$ cat config.mk
export PLATFORM = sky130hd
export DESIGN_NAME = ptc_timer
export DESIGN_NICKNAME = d
export VERILOG_FILES = /design/src/ptc_pkg.sv /design/src/ptc_sync.sv /design/src/ptc_timer.sv
export SDC_FILE = /design/constraint.sdc
export NUM_CORES = 1
export LEC_CHECK = 0
export BUFFER_PORTS_ARGS = -buffer_cell sky130_fd_sc_hd__buf_2
export CAP_MARGIN = 10
export CORE_MARGIN = 4
export CORE_UTILIZATION = 45
export CTS_CLUSTER_SIZE = 24
export DETAILED_ROUTE_END_ITERATION = 6
export PLACE_DENSITY = 0.68
export SYNTH_ARGS = -nofsm -noshare
export SYNTH_HDL_FRONTEND = slang
export SYNTH_HIERARCHICAL = 1
export SYNTH_SLANG_ARGS = --single-unit
$ cat constraint.sdc
create_clock -name hclk -period 4.5 [get_ports hclk]
set_input_delay 1.125 -clock hclk [delete_from_list [all_inputs] [get_ports hclk]]
set_output_delay 1.125 -clock hclk [all_outputs]
set_load 0.02 [all_outputs]
$ cat src/ptc_pkg.sv
package ptc_pkg;

    // ------------------------------------------------------------------
    // Register byte addresses (one aligned word each)
    // ------------------------------------------------------------------
    localparam logic [7:0] PTC_OFF_CTRL0   = 8'h00;
    localparam logic [7:0] PTC_OFF_CTRL1   = 8'h04;
    localparam logic [7:0] PTC_OFF_CNT_LO  = 8'h08;
    localparam logic [7:0] PTC_OFF_CNT_HI  = 8'h0C;
    localparam logic [7:0] PTC_OFF_MA_LO   = 8'h10;
    localparam logic [7:0] PTC_OFF_MA_HI   = 8'h14;
    localparam logic [7:0] PTC_OFF_MP_LO   = 8'h18;
    localparam logic [7:0] PTC_OFF_MP_HI   = 8'h1C;

    // ------------------------------------------------------------------
    // Field positions
    // ------------------------------------------------------------------
    localparam int PTC_C0_HOLD   = 7;
    localparam int PTC_C0_SRC_LO = 4;
    localparam int PTC_C0_RUN    = 3;
    localparam int PTC_C1_MODE_LO = 6;
    localparam int PTC_C1_ACT_LO = 4;
    localparam int PTC_C1_LVL    = 3;
    localparam int PTC_C1_INV    = 2;
    localparam int PTC_C1_CAPTS  = 1;
    localparam int PTC_C1_CCLR   = 0;

    // ------------------------------------------------------------------
    // Reset values and widths
    // ------------------------------------------------------------------
    localparam logic [7:0]  PTC_RST_BYTE = 8'h00;
    localparam logic [9:0]  PTC_RST_CNT  = 10'h000;
    localparam logic [9:0]  PTC_CNT_MAX  = 10'h3FF;
    localparam logic [31:0] PTC_ZERO32   = 32'h0000_0000;

    // ------------------------------------------------------------------
    // Prescaler divide counts
    // ------------------------------------------------------------------
    localparam int PTC_DIV_SYS4  = 4;
    localparam int PTC_DIV_H16   = 16;
    localparam int PTC_DIV_H64   = 64;

    // ------------------------------------------------------------------
    // Modes and tick sources
    // ------------------------------------------------------------------
    typedef enum logic [1:0] {
        PTC_MODE_CMP = 2'b00,
        PTC_MODE_CAP = 2'b01,
        PTC_MODE_PWM = 2'b10,
        PTC_MODE_TMR = 2'b11
    } ptc_mode_t;

    localparam logic [2:0] PTC_SRC_SYS4 = 3'b000;
    localparam logic [2:0] PTC_SRC_SYS  = 3'b001;
    localparam logic [2:0] PTC_SRC_H16  = 3'b010;
    localparam logic [2:0] PTC_SRC_H64  = 3'b011;
    localparam logic [2:0] PTC_SRC_SUB0 = 3'b100;
    localparam logic [2:0] PTC_SRC_SUB1 = 3'b101;
    localparam logic [2:0] PTC_SRC_ERIS = 3'b110;
    localparam logic [2:0] PTC_SRC_EFAL = 3'b111;

    // Bus-side state: one-hot data phase tracker
    typedef enum logic [1:0] {
        PTC_BUS_IDLE = 2'b01,
        PTC_BUS_DATA = 2'b10
    } ptc_bus_t;

    // Pending address phase
    typedef struct packed {
        logic       write;
        logic [7:0] addr;
    } ptc_req_t;

    // Pin inputs after synchronisation
    typedef struct packed {
        logic tick;
        logic cap;
        logic sub;
        logic high;
    } ptc_pins_t;

endpackage : ptc_pkg

$ cat src/ptc_sync.sv
`timescale 1ns/1ps
// Three-stage synchroniser; a change is accepted once stages 2 and 3 agree
module ptc_sync
    import ptc_pkg::*;
#(
    parameter int WIDTH = 4
) (
    // Clock and reset
    input  wire logic             hclk,
    input  wire logic             hresetn,
    // Raw and filtered levels
    input  wire logic [WIDTH-1:0] raw,
    output logic      [WIDTH-1:0] level
);

    // ------------------------------------------------------------------
    // State
    // ------------------------------------------------------------------
    typedef struct packed {
        logic [WIDTH-1:0] s1;
        logic [WIDTH-1:0] s2;
        logic [WIDTH-1:0] s3;
        logic [WIDTH-1:0] lvl;
    } ptc_sync_st_t;

    ptc_sync_st_t st;       // Registered state
    ptc_sync_st_t next_st;  // Next state

    // Shift and agree; stage 1 feeds only stage 2
    always_comb begin
        next_st    = st;
        next_st.s1 = raw;
        next_st.s2 = st.s1;
        next_st.s3 = st.s2;
        for (int i = 0; i < WIDTH; i++) begin
            if (st.s2[i] == st.s3[i]) begin
                next_st.lvl[i] = st.s3[i];
            end
        end
    end

    // Register the state
    always_ff @(posedge hclk or negedge hresetn) begin
        if (!hresetn) begin
            st <= '0;
        end else begin
            st <= next_st;
        end
    end

    assign level = st.lvl;

endmodule // ptc_sync

$ cat src/ptc_timer.sv
`timescale 1ns/1ps
module ptc_timer
    import ptc_pkg::*;
(
    // Clock and reset
    input  wire logic        hclk,
    input  wire logic        hresetn,
    // AHB-Lite slave
    input  wire logic        hsel,
    input  wire logic [31:0] haddr,
    input  wire logic [1:0]  htrans,
    input  wire logic        hwrite,
    input  wire logic [2:0]  hsize,
    input  wire logic [31:0] hwdata,
    input  wire logic        hready,
    output logic      [31:0] hrdata,
    output logic             hreadyout,
    output logic             hresp,
    // Pins and slow clocks (asynchronous levels)
    input  wire logic        ext_tick_pin,
    input  wire logic        capture_pin,
    input  wire logic        high_clk,
    input  wire logic        sub_clk,
    // Waveform output pin
    output logic             wave_out_pin,
    output logic             wave_out_oe,
    // Event pulses
    output logic             match_a_event,
    output logic             match_p_event
);

    // ------------------------------------------------------------------
    // State
    // ------------------------------------------------------------------
    typedef struct packed {
        ptc_bus_t   bus;
        ptc_req_t   req;
        logic [31:0] rdata;
        logic [7:0] ctrl0;
        logic [7:0] ctrl1;
        logic [9:0] match_value_a;
        logic [9:0] match_value_p;
        logic [9:0] count;
        logic       run_d;
        logic [5:0] pre;
        ptc_pins_t  pins_d;
        logic       wave;
        logic       oe;
        logic       out;
        logic       ev_a;
        logic       ev_p;
    } ptc_st_t;

    ptc_st_t   st;        // Registered state
    ptc_st_t   next_st;   // Next state
    ptc_pins_t pins;      // Synchronised pin levels

    // ------------------------------------------------------------------
    // Pin synchronisers
    // ------------------------------------------------------------------
    // synchroniser for the tick, capture, sub clock and high clock pins
    ptc_sync #(.WIDTH(4)) u_sync (
        .hclk    (hclk),
        .hresetn (hresetn),
        .raw     ({ext_tick_pin, capture_pin, sub_clk, high_clk}),
        .level   (pins)
    );

    // ------------------------------------------------------------------
    // Decoded fields
    // ------------------------------------------------------------------
    logic       hold;          // Count hold
    logic [2:0] tick_source_sel;
    logic       run_switch;
    ptc_mode_t  op_select;
    logic [1:0] pin_action_sel;
    logic       pin_level_sel;
    logic       pin_invert;
    logic       capture_trigger_sel;
    logic       clear_cause_sel;

    assign hold            = st.ctrl0[PTC_C0_HOLD];
    assign tick_source_sel = st.ctrl0[PTC_C0_SRC_LO +: 3];
    assign run_switch      = st.ctrl0[PTC_C0_RUN];
    assign op_select       = ptc_mode_t'(st.ctrl1[PTC_C1_MODE_LO +: 2]);
    assign pin_action_sel  = st.ctrl1[PTC_C1_ACT_LO +: 2];
    assign pin_level_sel   = st.ctrl1[PTC_C1_LVL];
    assign pin_invert      = st.ctrl1[PTC_C1_INV];
    assign capture_trigger_sel = st.ctrl1[PTC_C1_CAPTS];
    assign clear_cause_sel = st.ctrl1[PTC_C1_CCLR];

    // ------------------------------------------------------------------
    // Main logic
    // ------------------------------------------------------------------
    // Bus, registers, counter and waveform in one process
    always_comb begin
        logic       tick;       // One counting step this cycle
        logic       rise_tick;  // Tick pin edges
        logic       fall_tick;
        logic       cap_lvl;    // Selected capture source level
        logic       cap_prev;
        logic       cap_edge;   // Qualified capture event
        logic       hit_a;      // Comparator matches
        logic       hit_p;
        logic       do_clr;     // Automatic clear
        logic       p_zero;     // Period value zero: full 1024 steps
        logic       run_rise;
        logic       run_fall;
        logic       pwm_on;     // Raw PWM active phase
        logic       raw_out;    // Pin level before inversion
        logic       wr_now;     // Write data phase
        logic [7:0] wb;         // Write byte
        tick      = 1'b0;
        rise_tick = pins.tick & ~st.pins_d.tick;
        fall_tick = ~pins.tick & st.pins_d.tick;
        cap_lvl   = 1'b0;
        cap_prev  = 1'b0;
        cap_edge  = 1'b0;
        hit_a     = 1'b0;
        hit_p     = 1'b0;
        do_clr    = 1'b0;
        p_zero    = (st.match_value_p == PTC_RST_CNT);
        run_rise  = run_switch & ~st.run_d;
        run_fall  = ~run_switch & st.run_d;
        pwm_on    = 1'b0;
        raw_out   = 1'b0;
        wb        = hwdata[7:0];
        wr_now    = 1'b0;
        next_st   = st;
        next_st.pins_d = pins;
        next_st.ev_a = 1'b0;
        next_st.ev_p = 1'b0;

        // Bus data phase: complete single-cycle transfers
        wr_now = (st.bus == PTC_BUS_DATA) && st.req.write;
        if (wr_now) begin
            unique case (st.req.addr)
                PTC_OFF_CTRL0: next_st.ctrl0 = {wb[7:3], 3'b000};
                PTC_OFF_CTRL1: next_st.ctrl1 = wb;
                PTC_OFF_MA_LO: next_st.match_value_a[7:0] = wb;
                PTC_OFF_MA_HI: next_st.match_value_a[9:8] = wb[1:0];
                PTC_OFF_MP_LO: next_st.match_value_p[7:0] = wb;
                PTC_OFF_MP_HI: next_st.match_value_p[9:8] = wb[1:0];
                default: ;
            endcase
        end

        // Address phase capture; read data prepared at once
        if (hsel && hready && htrans[1]) begin
            next_st.bus       = PTC_BUS_DATA;
            next_st.req.write = hwrite;
            next_st.req.addr  = haddr[7:0];
            next_st.rdata     = PTC_ZERO32;
            if (!hwrite) begin
                // register byte; upper bits zero
                unique case (haddr[7:0])
                    PTC_OFF_CTRL0:  next_st.rdata[7:0] = st.ctrl0;
                    PTC_OFF_CTRL1:  next_st.rdata[7:0] = st.ctrl1;
                    PTC_OFF_CNT_LO: next_st.rdata[7:0] = st.count[7:0];
                    PTC_OFF_CNT_HI: next_st.rdata[1:0] = st.count[9:8];
                    PTC_OFF_MA_LO:
                        next_st.rdata[7:0] = st.match_value_a[7:0];
                    PTC_OFF_MA_HI:
                        next_st.rdata[1:0] = st.match_value_a[9:8];
                    PTC_OFF_MP_LO:
                        next_st.rdata[7:0] = st.match_value_p[7:0];
                    PTC_OFF_MP_HI:
                        next_st.rdata[1:0] = st.match_value_p[9:8];
                    default: ;
                endcase
            end
        end else if (st.bus == PTC_BUS_DATA) begin
            next_st.bus = PTC_BUS_IDLE;
        end

        // Prescaler counts system clock cycles, except with the high-clock sources
        next_st.pre = st.pre + 6'd1;

        unique case (tick_source_sel)
            PTC_SRC_SYS4: tick = (st.pre[1:0] == 2'(PTC_DIV_SYS4 - 1));
            PTC_SRC_SYS:  tick = 1'b1;
            PTC_SRC_H16:  tick = pins.high & ~st.pins_d.high &
                                 (st.pre[3:0] == 4'(PTC_DIV_H16 - 1));
            PTC_SRC_H64:  tick = pins.high & ~st.pins_d.high &
                                 (st.pre[5:0] == 6'(PTC_DIV_H64 - 1));
            PTC_SRC_SUB0,
            PTC_SRC_SUB1: tick = pins.sub & ~st.pins_d.sub;
            // one step per tick pin edge
            PTC_SRC_ERIS: tick = rise_tick;
            PTC_SRC_EFAL: tick = fall_tick;
        endcase

        // High-clock division counts high-clock edges, not system cycles
        if (tick_source_sel == PTC_SRC_H16 ||
            tick_source_sel == PTC_SRC_H64) begin
            next_st.pre = st.pre;
            if (pins.high & ~st.pins_d.high) begin
                next_st.pre = st.pre + 6'd1;
            end
            tick = pins.high & ~st.pins_d.high &
                   ((tick_source_sel == PTC_SRC_H16) ?
                    (st.pre[3:0] == 4'(PTC_DIV_H16 - 1)) :
                    (st.pre[5:0] == 6'(PTC_DIV_H64 - 1)));
        end

        // Single pulse: tick pin rising edge sets the run switch
        if (op_select == PTC_MODE_PWM && pin_action_sel == 2'b11 &&
            !run_switch && rise_tick && !wr_now) begin
            next_st.ctrl0[PTC_C0_RUN] = 1'b1;
        end

        next_st.run_d = run_switch;

        hit_a = tick && run_switch && !hold &&
                (st.count == st.match_value_a);
        hit_p = tick && run_switch && !hold &&
                (st.count == st.match_value_p);

        if (run_rise) begin
            next_st.count = PTC_RST_CNT;
        // hold stops; value kept; off keeps value
        end else if (run_switch && !hold && tick) begin
            // clear cause; only in compare and timer modes
            if (op_select == PTC_MODE_CMP || op_select == PTC_MODE_TMR) begin
                if (clear_cause_sel) begin
                    do_clr = hit_a;
                end else begin
                    // A zero period match never clears; the counter wraps
                    do_clr = (hit_p && !p_zero) ||
                             (p_zero && st.count == PTC_CNT_MAX);
                end
            end else if (op_select == PTC_MODE_PWM) begin
                do_clr = (pin_action_sel == 2'b11) ? 1'b0 : (hit_p && !p_zero);
            end else begin
                do_clr = hit_p && !p_zero;
            end
            // automatic clear on overflow or match
            if (do_clr) begin
                next_st.count = PTC_RST_CNT;
            end else begin
                next_st.count = st.count + 10'd1;
            end
        end
        if (run_fall) begin
            next_st.count = st.count;
        end

        // Event pulses; P event suppressed when A clears the counter
        next_st.ev_a = hit_a;
        next_st.ev_p = hit_p && !(clear_cause_sel &&
                       (op_select == PTC_MODE_CMP ||
                        op_select == PTC_MODE_TMR));

        cap_lvl  = capture_trigger_sel ? pins.tick : pins.cap;
        cap_prev = capture_trigger_sel ? st.pins_d.tick : st.pins_d.cap;
        unique case (pin_action_sel)
            2'b00: cap_edge = cap_lvl & ~cap_prev;
            2'b01: cap_edge = ~cap_lvl & cap_prev;
            2'b10: cap_edge = cap_lvl ^ cap_prev;
            2'b11: cap_edge = 1'b0;
        endcase
        if (op_select == PTC_MODE_CAP && run_switch && cap_edge && !wr_now)
        begin
            next_st.match_value_a = st.count;
            next_st.ev_a = 1'b1;
        end

        unique case (op_select)
            PTC_MODE_CMP: begin
                // initial level on run rising edge
                if (run_rise) begin
                    next_st.wave = pin_level_sel;
                // action on match A; same level is no change
                end else if (hit_a) begin
                    unique case (pin_action_sel)
                        2'b00: next_st.wave = st.wave;
                        2'b01: next_st.wave = 1'b0;
                        2'b10: next_st.wave = 1'b1;
                        2'b11: next_st.wave = ~st.wave;
                    endcase
                end
                raw_out = next_st.wave;
            end
            PTC_MODE_PWM: begin
                // Active while below the duty value
                if (pin_action_sel == 2'b11) begin
                    pwm_on = run_switch;
                    if (hit_a) begin
                        next_st.ctrl0[PTC_C0_RUN] = 1'b0;
                        pwm_on = 1'b0;
                    end
                end else begin
                    pwm_on = run_switch &&
                             (next_st.count < st.match_value_a);
                end
                // forced inactive, active, PWM or pulse
                unique case (pin_action_sel)
                    2'b00: pwm_on = 1'b0;
                    2'b01: pwm_on = 1'b1;
                    default: ;
                endcase
                raw_out = pin_level_sel ? pwm_on : ~pwm_on;
            end
            default: raw_out = 1'b0;
        endcase

        // output inversion; timer mode releases the pin
        next_st.oe  = (op_select != PTC_MODE_TMR);
        next_st.out = (op_select == PTC_MODE_TMR) ? 1'b0 :
                      (raw_out ^ pin_invert);
    end

    // Register all state
    always_ff @(posedge hclk or negedge hresetn) begin
        if (!hresetn) begin
            st     <= '0;
            st.bus <= PTC_BUS_IDLE;
        end else begin
            st <= next_st;
        end
    end

    // ------------------------------------------------------------------
    // Outputs
    // ------------------------------------------------------------------
    assign hrdata        = st.rdata;
    assign hreadyout     = 1'b1;
    assign hresp         = 1'b0;
    assign wave_out_pin  = st.out;
    assign wave_out_oe   = st.oe;
    assign match_a_event = st.ev_a;
    assign match_p_event = st.ev_p;

endmodule // ptc_timer

Yosys cells after proc, flatten, opt, wreduce, memory -nomap -nowiden
Cells that the tools add are included.

Reductions and logical operators: 46. $add $sub $neg: 2. Bitwise logic cells: 23. Equality and inequality tests: 38. Muxes and demuxes: 46. Order comparisons: 1.

Operators with widths (count): $eq 8x5->1 const B (8); $mux 10 (5); $mux 32 (1); $mux 8 (4); $pmux 6 s5 (1); $mux 1 (22); $logic_and 1x1->1 (21); $eq 10x10->1 (2); $eq 8x3->1 const B (2); $eq 8x4->1 const B (2); $logic_not 8->1 (2); $pmux 2 s7 (1); $eq 2x2->1 const B (6); $eq 3x3->1 const B (4); $mux 6 (2); $reduce_and 2->1 (6); $and 1x1->1 (11); $add 10x1->10 const B (1); $eq 10x10->1 const B (1); $logic_not 10->1 (1); $lt 10x10->1 (1); $not 1->1 (10); $mux 2 (4); $pmux 1 s4 (2); other kinds (18) (36).

Bits of input ports: 78. Logic and storage cells: 186. Register bits: 94. Output and inout bits: 38.

Depth between registers and ports, before layout
Gate-level depths: netlist of the first run.

Depth after elaboration: 28. Depth in mapped cells: 18. Gate-level depth less buffers: 18.

Cells and area by module
Netlist of the first run, hierarchy kept.

By module, submodules not included: ptc_timer (area each 4870.9 um^2, cells each 497, instances 1, sequential area each 1953.1 um^2); ptc_sync (area each 475.5 um^2, cells each 24, instances 1, sequential area each 400.4 um^2).

Worst setup path before layout of the first run
No wires, ideal clock.

Path type: reg-to-reg. Start point: reg st[16] (netlist name). End point: reg st, in the netlist wave_out_pin. Data arrival time: 3750 ps. Setup time: 125 ps. Cell stages (with the launch flop): 19. Required time: 4375 ps. Clock period less this slack: 3875 ps. Path slack: 625 ps. Path buffers: 1. Cells stage by stage: dfrtp_1 > buf_2 > xnor2_1 > nand4_1 > or3_1 > o41a_1 > o31ai_4 > o21ai_1 > nand2_1 > o21ai_1 > ha_1 > a21o_1 > a21o_1 > a21oi_1 > o211ai_1 > a21oi_1 > a31oi_1 > a211oi_2 > mux2_4.

RTL lines: start, declared (RTL line ptc_timer.sv:54) `ptc_st_t st;`; start signal, assigned (RTL line ptc_timer.sv:319) `st <= next_st;`.

==> results of run 1 <==
## timing repair
action                     in CTS  in global routing
setup endpoints to repair       0                  1
gates resized for setup         0                  4
buffers inserted                0                  2
## worst min path at each step
stage	end	slack [ps]	cells after the start
after floorplan	u_sync/next_st[4]	330	0
after global placement	u_sync/next_st[7]	330	0
after detailed placement	u_sync/next_st[4]	340	0
after CTS	u_sync/next_st[6]	350	0
after global routing	u_sync/next_st[4]	360	0
final	u_sync/next_st[6]	350	0
## through the flow
stage | utilization (%) | total power [mW] | hold WS (ps)
final | 51.1 | 2.59 | 349
after floorplan | - | 1.60 | 331
after global routing | 51.1 | 2.74 | 360
after detailed placement | 48.2 | 1.79 | 337
after global placement | 48.2 | 1.76 | 335
after CTS | 50.8 | 2.58 | 352
## synth_stat cells, drive strengths merged (2+ instances only)
library cell,count
maj3,4
mux2,33
mux2i,16
a21boi,2
a22o,3
o41ai,2
clkbuf,10
a211oi,8
o21ai,21
nor2,39
nor3b,3
conb,2
nor4,7
o31ai,4
inv,22
nand3,16
buf,49
dfrtp,93
or4,3
ha,17
nor3,6
nand2b,5
o22a,2
o21a,3
or2,3
nor4b,2
nand4,9
a21o,4
o22ai,5
nand2,39
nor2b,7
a31oi,8
a21oi,13
xor2,4
o221ai,2
or3,3
xnor2,23
and3,7
## state kept, by name (all words and copies together) (netlist names)
name	cells
pin_invert	1
st	56
next_st	1
u_sync/level	4
match_p_event	1
pin_level_sel	1
hold	1
u_sync/st	4
pin_action_sel	2
match_a_event	1
clear_cause_sel	1
op_select	2
u_sync/next_st	8
wave_out_oe	1
capture_trigger_sel	1
hrdata	8
wave_out_pin	1
## critical path, cell delays in order, from the launching register on
cell and delay [ps]:
dfrtp_1 470, xnor2_2 230, nand4_1 120, or3_1 400, o41a_1 430, o31ai_4 290
buf_4 180, o21ai_1 80, nand2_1 80, o21ai_1 100, ha_1 360, nand4_1 160
nor3_2 210, and4_1 230, o21ai_2 60, and3_1 180, a211oi_2 270, mux2_4 320
## where the power goes
group	internal [mW]	leakage [nW]	total, mW	switching [mW]
Sequential	0.984	1.15	1.12	0.133
Clock	0.440	0.149	0.786	0.346
Combinational	0.296	1.33	0.686	0.390
## cell families (layout without fill, tap and decap cells)
logic type	after synthesis	in the layout	synth area share, %
compound gates	89	89	11.9
flops	94	94	44.0
fa+ha+maj	21	21	4.82
mux	50	50	10.4
buf+inv	82	94	8.61
xor+xnor	27	27	4.42
simple gates	156	156	15.6
other cells	2	26	0.140
## layer usage
layer  vias up  wire length [µm]  track usage, %
met5         -                 0               0
met4         0               419            7.95
met3        33               789            4.63
met2       157              6090            32.2
met1      1984              5480            26.0
li1       1845                 -               -
## final cells by class
cell class / instances / share of cell area (%)
multi-input cells: 369 / 44.9
flip-flops and latches: 94 / 40.0
repair buffers: 55 / 5.48
clock buffers: 9 / 3.82
well taps: 143 / 3.04
inverters: 23 / 1.47
clock inverters: 7 / 1.36
## layout by cell type, fill, tap and decap left out, drive strengths merged, types with 4 or more instances in the layout
cell type	n
nand2b	5
nor2	39
buf	55
clkbuf	9
and3	7
conb	26
a21o	4
nor2b	7
maj3	4
a31oi	8
xor2	4
nand2	39
o21ai	21
nand4	9
a211oi	8
o22ai	5
mux2i	16
ha	17
nor4	7
inv	26
o31ai	4
nand3	16
mux2	33
dfrtp	93
nor3	6
xnor2	23
a21oi	13
==> impl_metrics.json, run 1 <==
{
  "cts_made_buffers": 9,
  "core_mm2": 0.0115,
  "post_dp_cell_area_mm2": 0.00555,
  "grt_max_degree": 72,
  "grtUsageTotal_pct": 19.9,
  "seqCellArea_mm2": 0.00235,
  "pin_count": 116,
  "synth_edf_count": 0,
  "peakVddDrop_v": 0.000270,
  "crit_required_ps": 4730,
  "drive_gt1_share_pct": 22.4,
  "power.leakage_nw": 2.63,
  "grt_pass1_wl_mm": 20.9,
  "grt_pass1_vias": 4055,
  "crit_path_end": "wave_out_pin",
  "cts_root_buf": "clkbuf_16",
  "place_inst": 682,
  "drt_iter0_markers": 257,
  "reg2reg_to": "wave_out_pin",
  "async_flop_share_pct": 100,
  "reg2reg_from": "st[25]",
  "die-area_mm2": 0.0137,
  "tns_ps": 0,
  "setup_ws_ps": 220,
  "synth_top_area_cell": "dfrtp_1",
  "drc": 0,
  "min_period_over_period_pct": 95.1,
  "dpl.hpwl_mm": 9.65,
  "vias_per_cell": 5.74,
  "std_cell_rows": 39,
  "r2r_cells": 17,
  "final_area_mm2": 0.00589,
  "timing.reg2reg.setup_slack_ps": 220,
  "avgSynthCellArea_um2": 10.3,
  "finalNetCount": 647,
  "post-route-min-period_ps": 4280,
  "clock_latency_ps": 350,
  "cts_buffer_depth": 2,
  "ctsHoldBuffers": 0,
  "post_drt_wl_per_cell_um": 18.3,
  "max_cap_viol_count": 0,
  "dpl_worst_slack_ps": 130,
  "finClkSkew_ps": 6.26,
  "fillers": 1040,
  "syn_area_mm2": 0.00535,
  "synthFlopType": "dfrtp_1",
  "worst_hold_path_type": "reg -> reg",
  "start_kind": "flop",
  "cts_tree": "done",
  "path_class": "reg -> reg",
  "grt_overflow_total": 0,
  "ys_ff_latch": 94,
  "start_util_pct": 46.4,
  "synth_area_leaders": "dfrtp_1 44%, mux2_2 6.7%, buf_4 5.3%",
  "synthCells": 521,
  "postRouteWirelength_mm": 12.8,
  "clk_pin_slew_worst_paths_ps": 70,
  "rsz0062_at_grt": "no",
  "syn2layout_area_growth_pct": 10.2,
  "crit_arrival_ps": 4510,
  "hp-start": "u_sync/next_st[10]",
  "htreeDepth": 3,
  "yosysUniqueCellTypes": 73,
  "yosys_warnings": 6,
  "first_pass_iters": 5,
  "ys_seq_area_share_pct": 44.0,
  "finalHoldViolations": 0,
  "crit_path_start": "st[25]",
  "antenna_found_initial": 0,
  "fp.dieW_um": 117,
  "status": "completed",
  "instances_no_fill": 700,
  "vias": 4019,
  "port_buffers": 37,
  "fmax_mhz": 234,
  "die_h_um": 117,
  "worst_pin_slew_ps": 908,
  "synth_top_area_share_pct": 43.5,
  "cts.sinks": 94,
  "finalSetupViolCount": 0,
  "critPathMaxFanout": 6,
  "multi_input_area_mm2": 0.00264,
  "slew_headroom_pct": 39.3,
  "endpoint_kind": "flop",
  "ant_nets": 0,
  "finalMaxSlewViolations": 0,
  "p_per_area_mw_per_mm2": 440,
  "gp_congestion": 1.00,
  "diodes": 0
}
No activity file was read; power rests on OpenSTA's default activity.
==> inputs of run 2 (changes only) <==
==> constraint.sdc (replaced) <==
create_clock -name hclk -period 4.4 [get_ports hclk]
set_input_delay 1.1 -clock hclk [delete_from_list [all_inputs] [get_ports hclk]]
set_output_delay 1.1 -clock hclk [all_outputs]
set_load 0.02 [all_outputs]
==> impl_metrics.json, run 2 (synthesized netlist as in run 1, its figures left out) <==
{
  "cts_buffer_depth": 2,
  "start_util_pct": 46.4,
  "port_buffers": 37,
  "pin_count": 116,
  "grt_use_met2_pct": 32.3,
  "crit_arrival_ps": 4430,
  "core_mm2": 0.0115,
  "postRouteWirelength_mm": 12.8,
  "grt_overflow_total": 0,
  "drive_gt1_share_pct": 24.6,
  "largest_reg_flops": 56,
  "first_pass_iters": 5,
  "fmax_mhz": 238,
  "final_common_cell": "dfrtp_1",
  "cts_made_buffers": 9,
  "post-route-min-period_ps": 4200,
  "finalHoldViolations": 0,
  "post_drt_wl_per_cell_um": 18.0,
  "grtUsageTotal_pct": 20.0,
  "std_cell_rows": 39,
  "grt_pass1_wl_mm": 20.8,
  "die_h_um": 117,
  "min_period_over_period_pct": 95.4,
  "max_flop_register": "st",
  "use_met1_pct": 26.8,
  "cts_root_buf": "clkbuf_16",
  "layout_common_cells": "91 x dfrtp_1, 39 x nand2_1, 39 x nor2_1",
  "max_cap_viol_count": 0,
  "die-area_mm2": 0.0137,
  "crit_path_end": "wave_out_pin",
  "antenna_found_initial": 0,
  "path_class": "reg -> reg",
  "finalPower_mw": 2.62,
  "start_kind": "flop",
  "diodes": 0,
  "crit_required_ps": 4630,
  "worst_pin_slew_ps": 912,
  "htreeDepth": 3,
  "dpl_worst_slack_ps": 94.5,
  "endpoint_kind": "flop",
  "met3_usage_pct": 4.32,
  "drc": 0,
  "finClkSkew_ps": 7.68,
  "clock_latency_ps": 350,
  "finalMaxSlewViolations": 0,
  "peakVddDrop_v": 0.000218,
  "ant_nets": 0,
  "finalSetupViolCount": 0,
  "power.leakage_nw": 2.66,
  "reg2reg_from": "st[32]",
  "final_util_pct": 51.8,
  "gp_congestion": 0.929,
  "status": "completed",
  "finalNetCount": 654,
  "vias": 4012,
  "dpl.hpwl_mm": 9.63,
  "critPathMaxFanout": 6,
  "slew_headroom_pct": 39.2,
  "top_usage_layer": "met2",
  "p_per_area_mw_per_mm2": 438,
  "grt_max_degree": 72,
  "timing.reg2reg.setup_slack_ps": 200,
  "cts_tree": "done",
  "fp.dieW_um": 117,
  "reg2reg_to": "wave_out_pin",
  "grt_pass1_vias": 3979,
  "crit_path_start": "st[32]",
  "r2r_cells": 17,
  "worst_hold_path_type": "reg -> reg",
  "cts.sinks": 94,
  "holdWs_ps": 351,
  "setup_ws_ps": 202,
  "min_path_cells": 0,
  "drt_iter0_markers": 313,
  "clk_pin_slew_worst_paths_ps": 70,
  "vias_per_cell": 5.67,
  "syn2layout_area_growth_pct": 11.6
}
[run 2: cell count changes in the layout (fill, tap and decap cells not counted), moves of 2 or more]
| cell | before | now |
|---|---|---|
| buf_4 | 19 | 26 |
| xnor2_1 | 22 | 19 |
| xnor2_2 | 1 | 4 |
| clkinvlp_4 | 1 | 3 |
| dfrtp_1 | 93 | 91 |
| dfrtp_2 | 0 | 2 |
| inv_6 | 3 | 1 |
[run 2: how the worst min path moves through the flow]
stage / start / endpoint
finish: u_sync/next_st[10] / u_sync/next_st[6]
global route: u_sync/next_st[10] / u_sync/next_st[6]
CTS: u_sync/next_st[10] / u_sync/next_st[6]
detailed placement: u_sync/next_st[11] / u_sync/next_st[7]
global placement: u_sync/next_st[11] / u_sync/next_st[7]
floorplan: u_sync/next_st[8] / u_sync/next_st[4]
[run 2: routing by layer]
layer / up-vias / share of wire, %
met1: 2002 / 44
met4: 0 / 2.2
li1: 1859 / -
met2: 136 / 48
met5: - / 0
met3: 15 / 5.9
[run 2: layout make-up]
cell class                 instances  area [µm²]
fill                            1025        5550
multi-input combinational        369        2680
sequential                        94        2360
timing repair buffer              62         375
clock buffer                      10         239
tap                              143         179
inverter                          23        86.3
clock inverter                     6        53.8
[run 2: worst max-delay path, stage by stage (launching register included)]
cell and delay [ps]:
dfrtp_1 440, xnor2_1 180, nand4_1 120, or3_4 410
o41a_1 510, o31a_1 420, a21o_1 210, nand2_1 60
o31ai_1 90, ha_1 190, a21o_1 170, a21o_1 170
a21oi_1 130, o211ai_1 110, a21oi_2 220, a31oi_1 120
a211oi_2 220, mux2_4 320
[run 2: report_power, final]
part	switching (mW)	leakage, nW	internal, mW
clock network	0.357	0.135	0.409
registers	0.130	1.15	1.01
logic	0.409	1.38	0.304
total	0.896	2.66	1.72
[run 2: per-stage QoR]
step / cells / instance area (µm²) / setup TNS [ps]
after floorplan: 545 / 5440 / 0
after global placement: 690 / 5610 / 0
after detailed placement: 690 / 5610 / 0
after CTS: 706 / 5900 / 0
after global routing: 707 / 5970 / -3.55
final: 707 / 5970 / 0
[run 2: timing repair]
item                                    in CTS  in global routing
hold buffers                                 0                  0
resized for setup                            0                 11
endpoints found under the setup margin       0                  1
buffers inserted                             0                  1
==> inputs of run 3 (changes only) <==
--- a/config.mk
+++ b/config.mk
@@ -7,11 +7,10 @@
 export LEC_CHECK = 0
 export BUFFER_PORTS_ARGS = -buffer_cell sky130_fd_sc_hd__buf_2
 export CAP_MARGIN = 10
-export CORE_MARGIN = 4
 export CORE_UTILIZATION = 45
 export CTS_CLUSTER_SIZE = 24
 export DETAILED_ROUTE_END_ITERATION = 6
-export PLACE_DENSITY = 0.68
+export PLACE_DENSITY = 0.71
 export SYNTH_ARGS = -nofsm -noshare
 export SYNTH_HDL_FRONTEND = slang
 export SYNTH_HIERARCHICAL = 1
==> constraint.sdc (replaced) <==
create_clock -name hclk -period 3.43 [get_ports hclk]
set_input_delay 0.8575 -clock hclk [delete_from_list [all_inputs] [get_ports hclk]]
set_output_delay 0.8575 -clock hclk [all_outputs]
set_load 0.02 [all_outputs]
==> impl_metrics.json, run 3 (synthesized netlist as in run 1, its figures left out) <==
{
  "final_area_mm2": 0.00650,
  "grt_pass1_wl_mm": 22.0,
  "finalPower_mw": 3.58,
  "start_util_pct": 46.4,
  "std_cell_rows": 39,
  "die_h_um": 111,
  "p_per_area_mw_per_mm2": 550,
  "finalMaxSlewViolations": 0,
  "post_drt_wl_per_cell_um": 17.8,
  "postRouteWirelength_mm": 13.7,
  "cts.sinks": 94,
  "dpl.hpwl_mm": 10.2,
  "pin_count": 116,
  "place_inst": 747,
  "final_common_cell": "dfrtp_1",
  "drive_gt1_share_pct": 33.0,
  "crit_required_ps": 3670,
  "largest_reg_flops": 56,
  "vias": 4282,
  "worst_pin_slew_ps": 690,
  "post-route-min-period_ps": 4280,
  "endpoint_kind": "flop",
  "ant_nets": 0,
  "crit_arrival_ps": 4510,
  "drt_iter0_markers": 302,
  "max_flop_register": "st",
  "rsz0062_at_grt": "yes",
  "die-area_mm2": 0.0123,
  "worst_hold_path_type": "reg -> reg",
  "clk_pin_slew_worst_paths_ps": 70,
  "status": "finished, violations left",
  "finalNetCount": 718,
  "instances_no_fill": 771,
  "r2r_cells": 18,
  "core_mm2": 0.0115,
  "grt_overflow_total": 0,
  "path_class": "reg -> reg",
  "power.leakage_nw": 3.00,
  "grt_max_degree": 52,
  "setup_ws_ps": -846,
  "layout_common_cells": "92 x dfrtp_1, 88 x buf_4, 39 x nor2_1",
  "violations": "DRC, setup timing",
  "diodes": 0,
  "max_cap_viol_count": 0,
  "peakVddDrop_v": 0.000335,
  "post_dp_cell_area_mm2": 0.00607,
  "grt_pass1_vias": 4289,
  "antenna_found_initial": 0,
  "grtUsageTotal_pct": 23.4,
  "vias_per_cell": 5.55,
  "cts_tree": "done",
  "drc": 10,
  "start_kind": "flop",
  "cts_made_buffers": 9,
  "finClkSkew_ps": 8.45,
  "finalSetupViolCount": 1,
  "min_period_over_period_pct": 125,
  "min_path_cells": 0,
  "port_buffers": 37,
  "clock_latency_ps": 350,
  "fmax_mhz": 234,
  "syn2layout_area_growth_pct": 21.6,
  "critPathMaxFanout": 5,
  "slew_headroom_pct": 54.0,
  "first_pass_iters": 7,
  "cts_buffer_depth": 2,
  "fp.dieW_um": 111,
  "cts_root_buf": "clkbuf_16",
  "gp_congestion": 0.996,
  "htreeDepth": 3,
  "finalHoldViolations": 0
}
-- run 3: cell count changes in the layout (fill, tap and decap cells not counted), sizes merged --
cell      delta
buf         +64
clkinv       +3
clkinvlp     -1
inv          -2
-- run 3: critical path, stage by stage (launching register included) --
cell and delay (ps):
dfrtp_1 420, buf_4 150, xnor2_1 140, nand4_1 120
or3_4 360, o41a_1 410, o31a_1 400, a21o_1 210
nand2_2 80, o31ai_4 80, ha_1 290, nand4_1 120
nor3_2 220, buf_4 140, and4_1 210, o21ai_2 60
and3_1 170, a211oi_2 240, mux2_4 310
-- run 3: per-stage QoR --
| step | setup slack [ps] | hold WS (ps) | TNS (ps) | utilization (%) |
|---|---|---|---|---|
| 6_report | -846 | 351 | -846 | 56.4 |
| 5_1_grt | -1050 | 359 | -1050 | 56.4 |
| 4_1_cts | -821 | 355 | -821 | 55.3 |
| 3_5_place_dp | -896 | 339 | -896 | 52.7 |
| 3_3_place_gp | -868 | 333 | -868 | 52.7 |
| 2_1_floorplan | -358 | 331 | -358 | - |
-- run 3: worst paths after layout --
| kind | end | slack [ps] | from |
|---|---|---|---|
| setup reg to reg | wave_out_pin | -850 | st[29] |
| hold / removal | u_sync/next_st[7] | 350 | u_sync/next_st[11] |
| setup / recovery | wave_out_pin | -850 | st[29] |
| hold reg to reg | u_sync/next_st[7] | 350 | u_sync/next_st[11] |
| min in group asynchronous | u_sync/level[0] | 550 | hresetn |
| max in group asynchronous | st[103] | 2150 | hresetn |
-- run 3: report_power, final --
group	switching [mW]	internal, mW
clock	0.436	0.495
sequential	0.138	1.29
combinational	0.637	0.577
total	1.21	2.36
-- run 3: area by class of cell --
cell class | count | area, µm²
inverter | 23 | 86.3
clock inverter | 6 | 46.3
timing repair buffer | 126 | 872
multi-input combinational | 369 | 2730
clock buffer | 10 | 229
sequential | 94 | 2350
tap | 143 | 179
fill | 1006 | 5020
-- run 3: routing by layer --
layer	GRT usage (%)	routed length (µm)
met5	0	0
met4	9.95	496
met2	37.2	6400
met3	5.47	787
met1	30.7	6010
-- run 3: repair_timing --
item                       CTS  global route
gates cloned                 0             0
setup endpoints to repair    1             1
hold buffers                 0             0
resized for setup            5            12
pin swaps                    1            19
buffers inserted             0             8
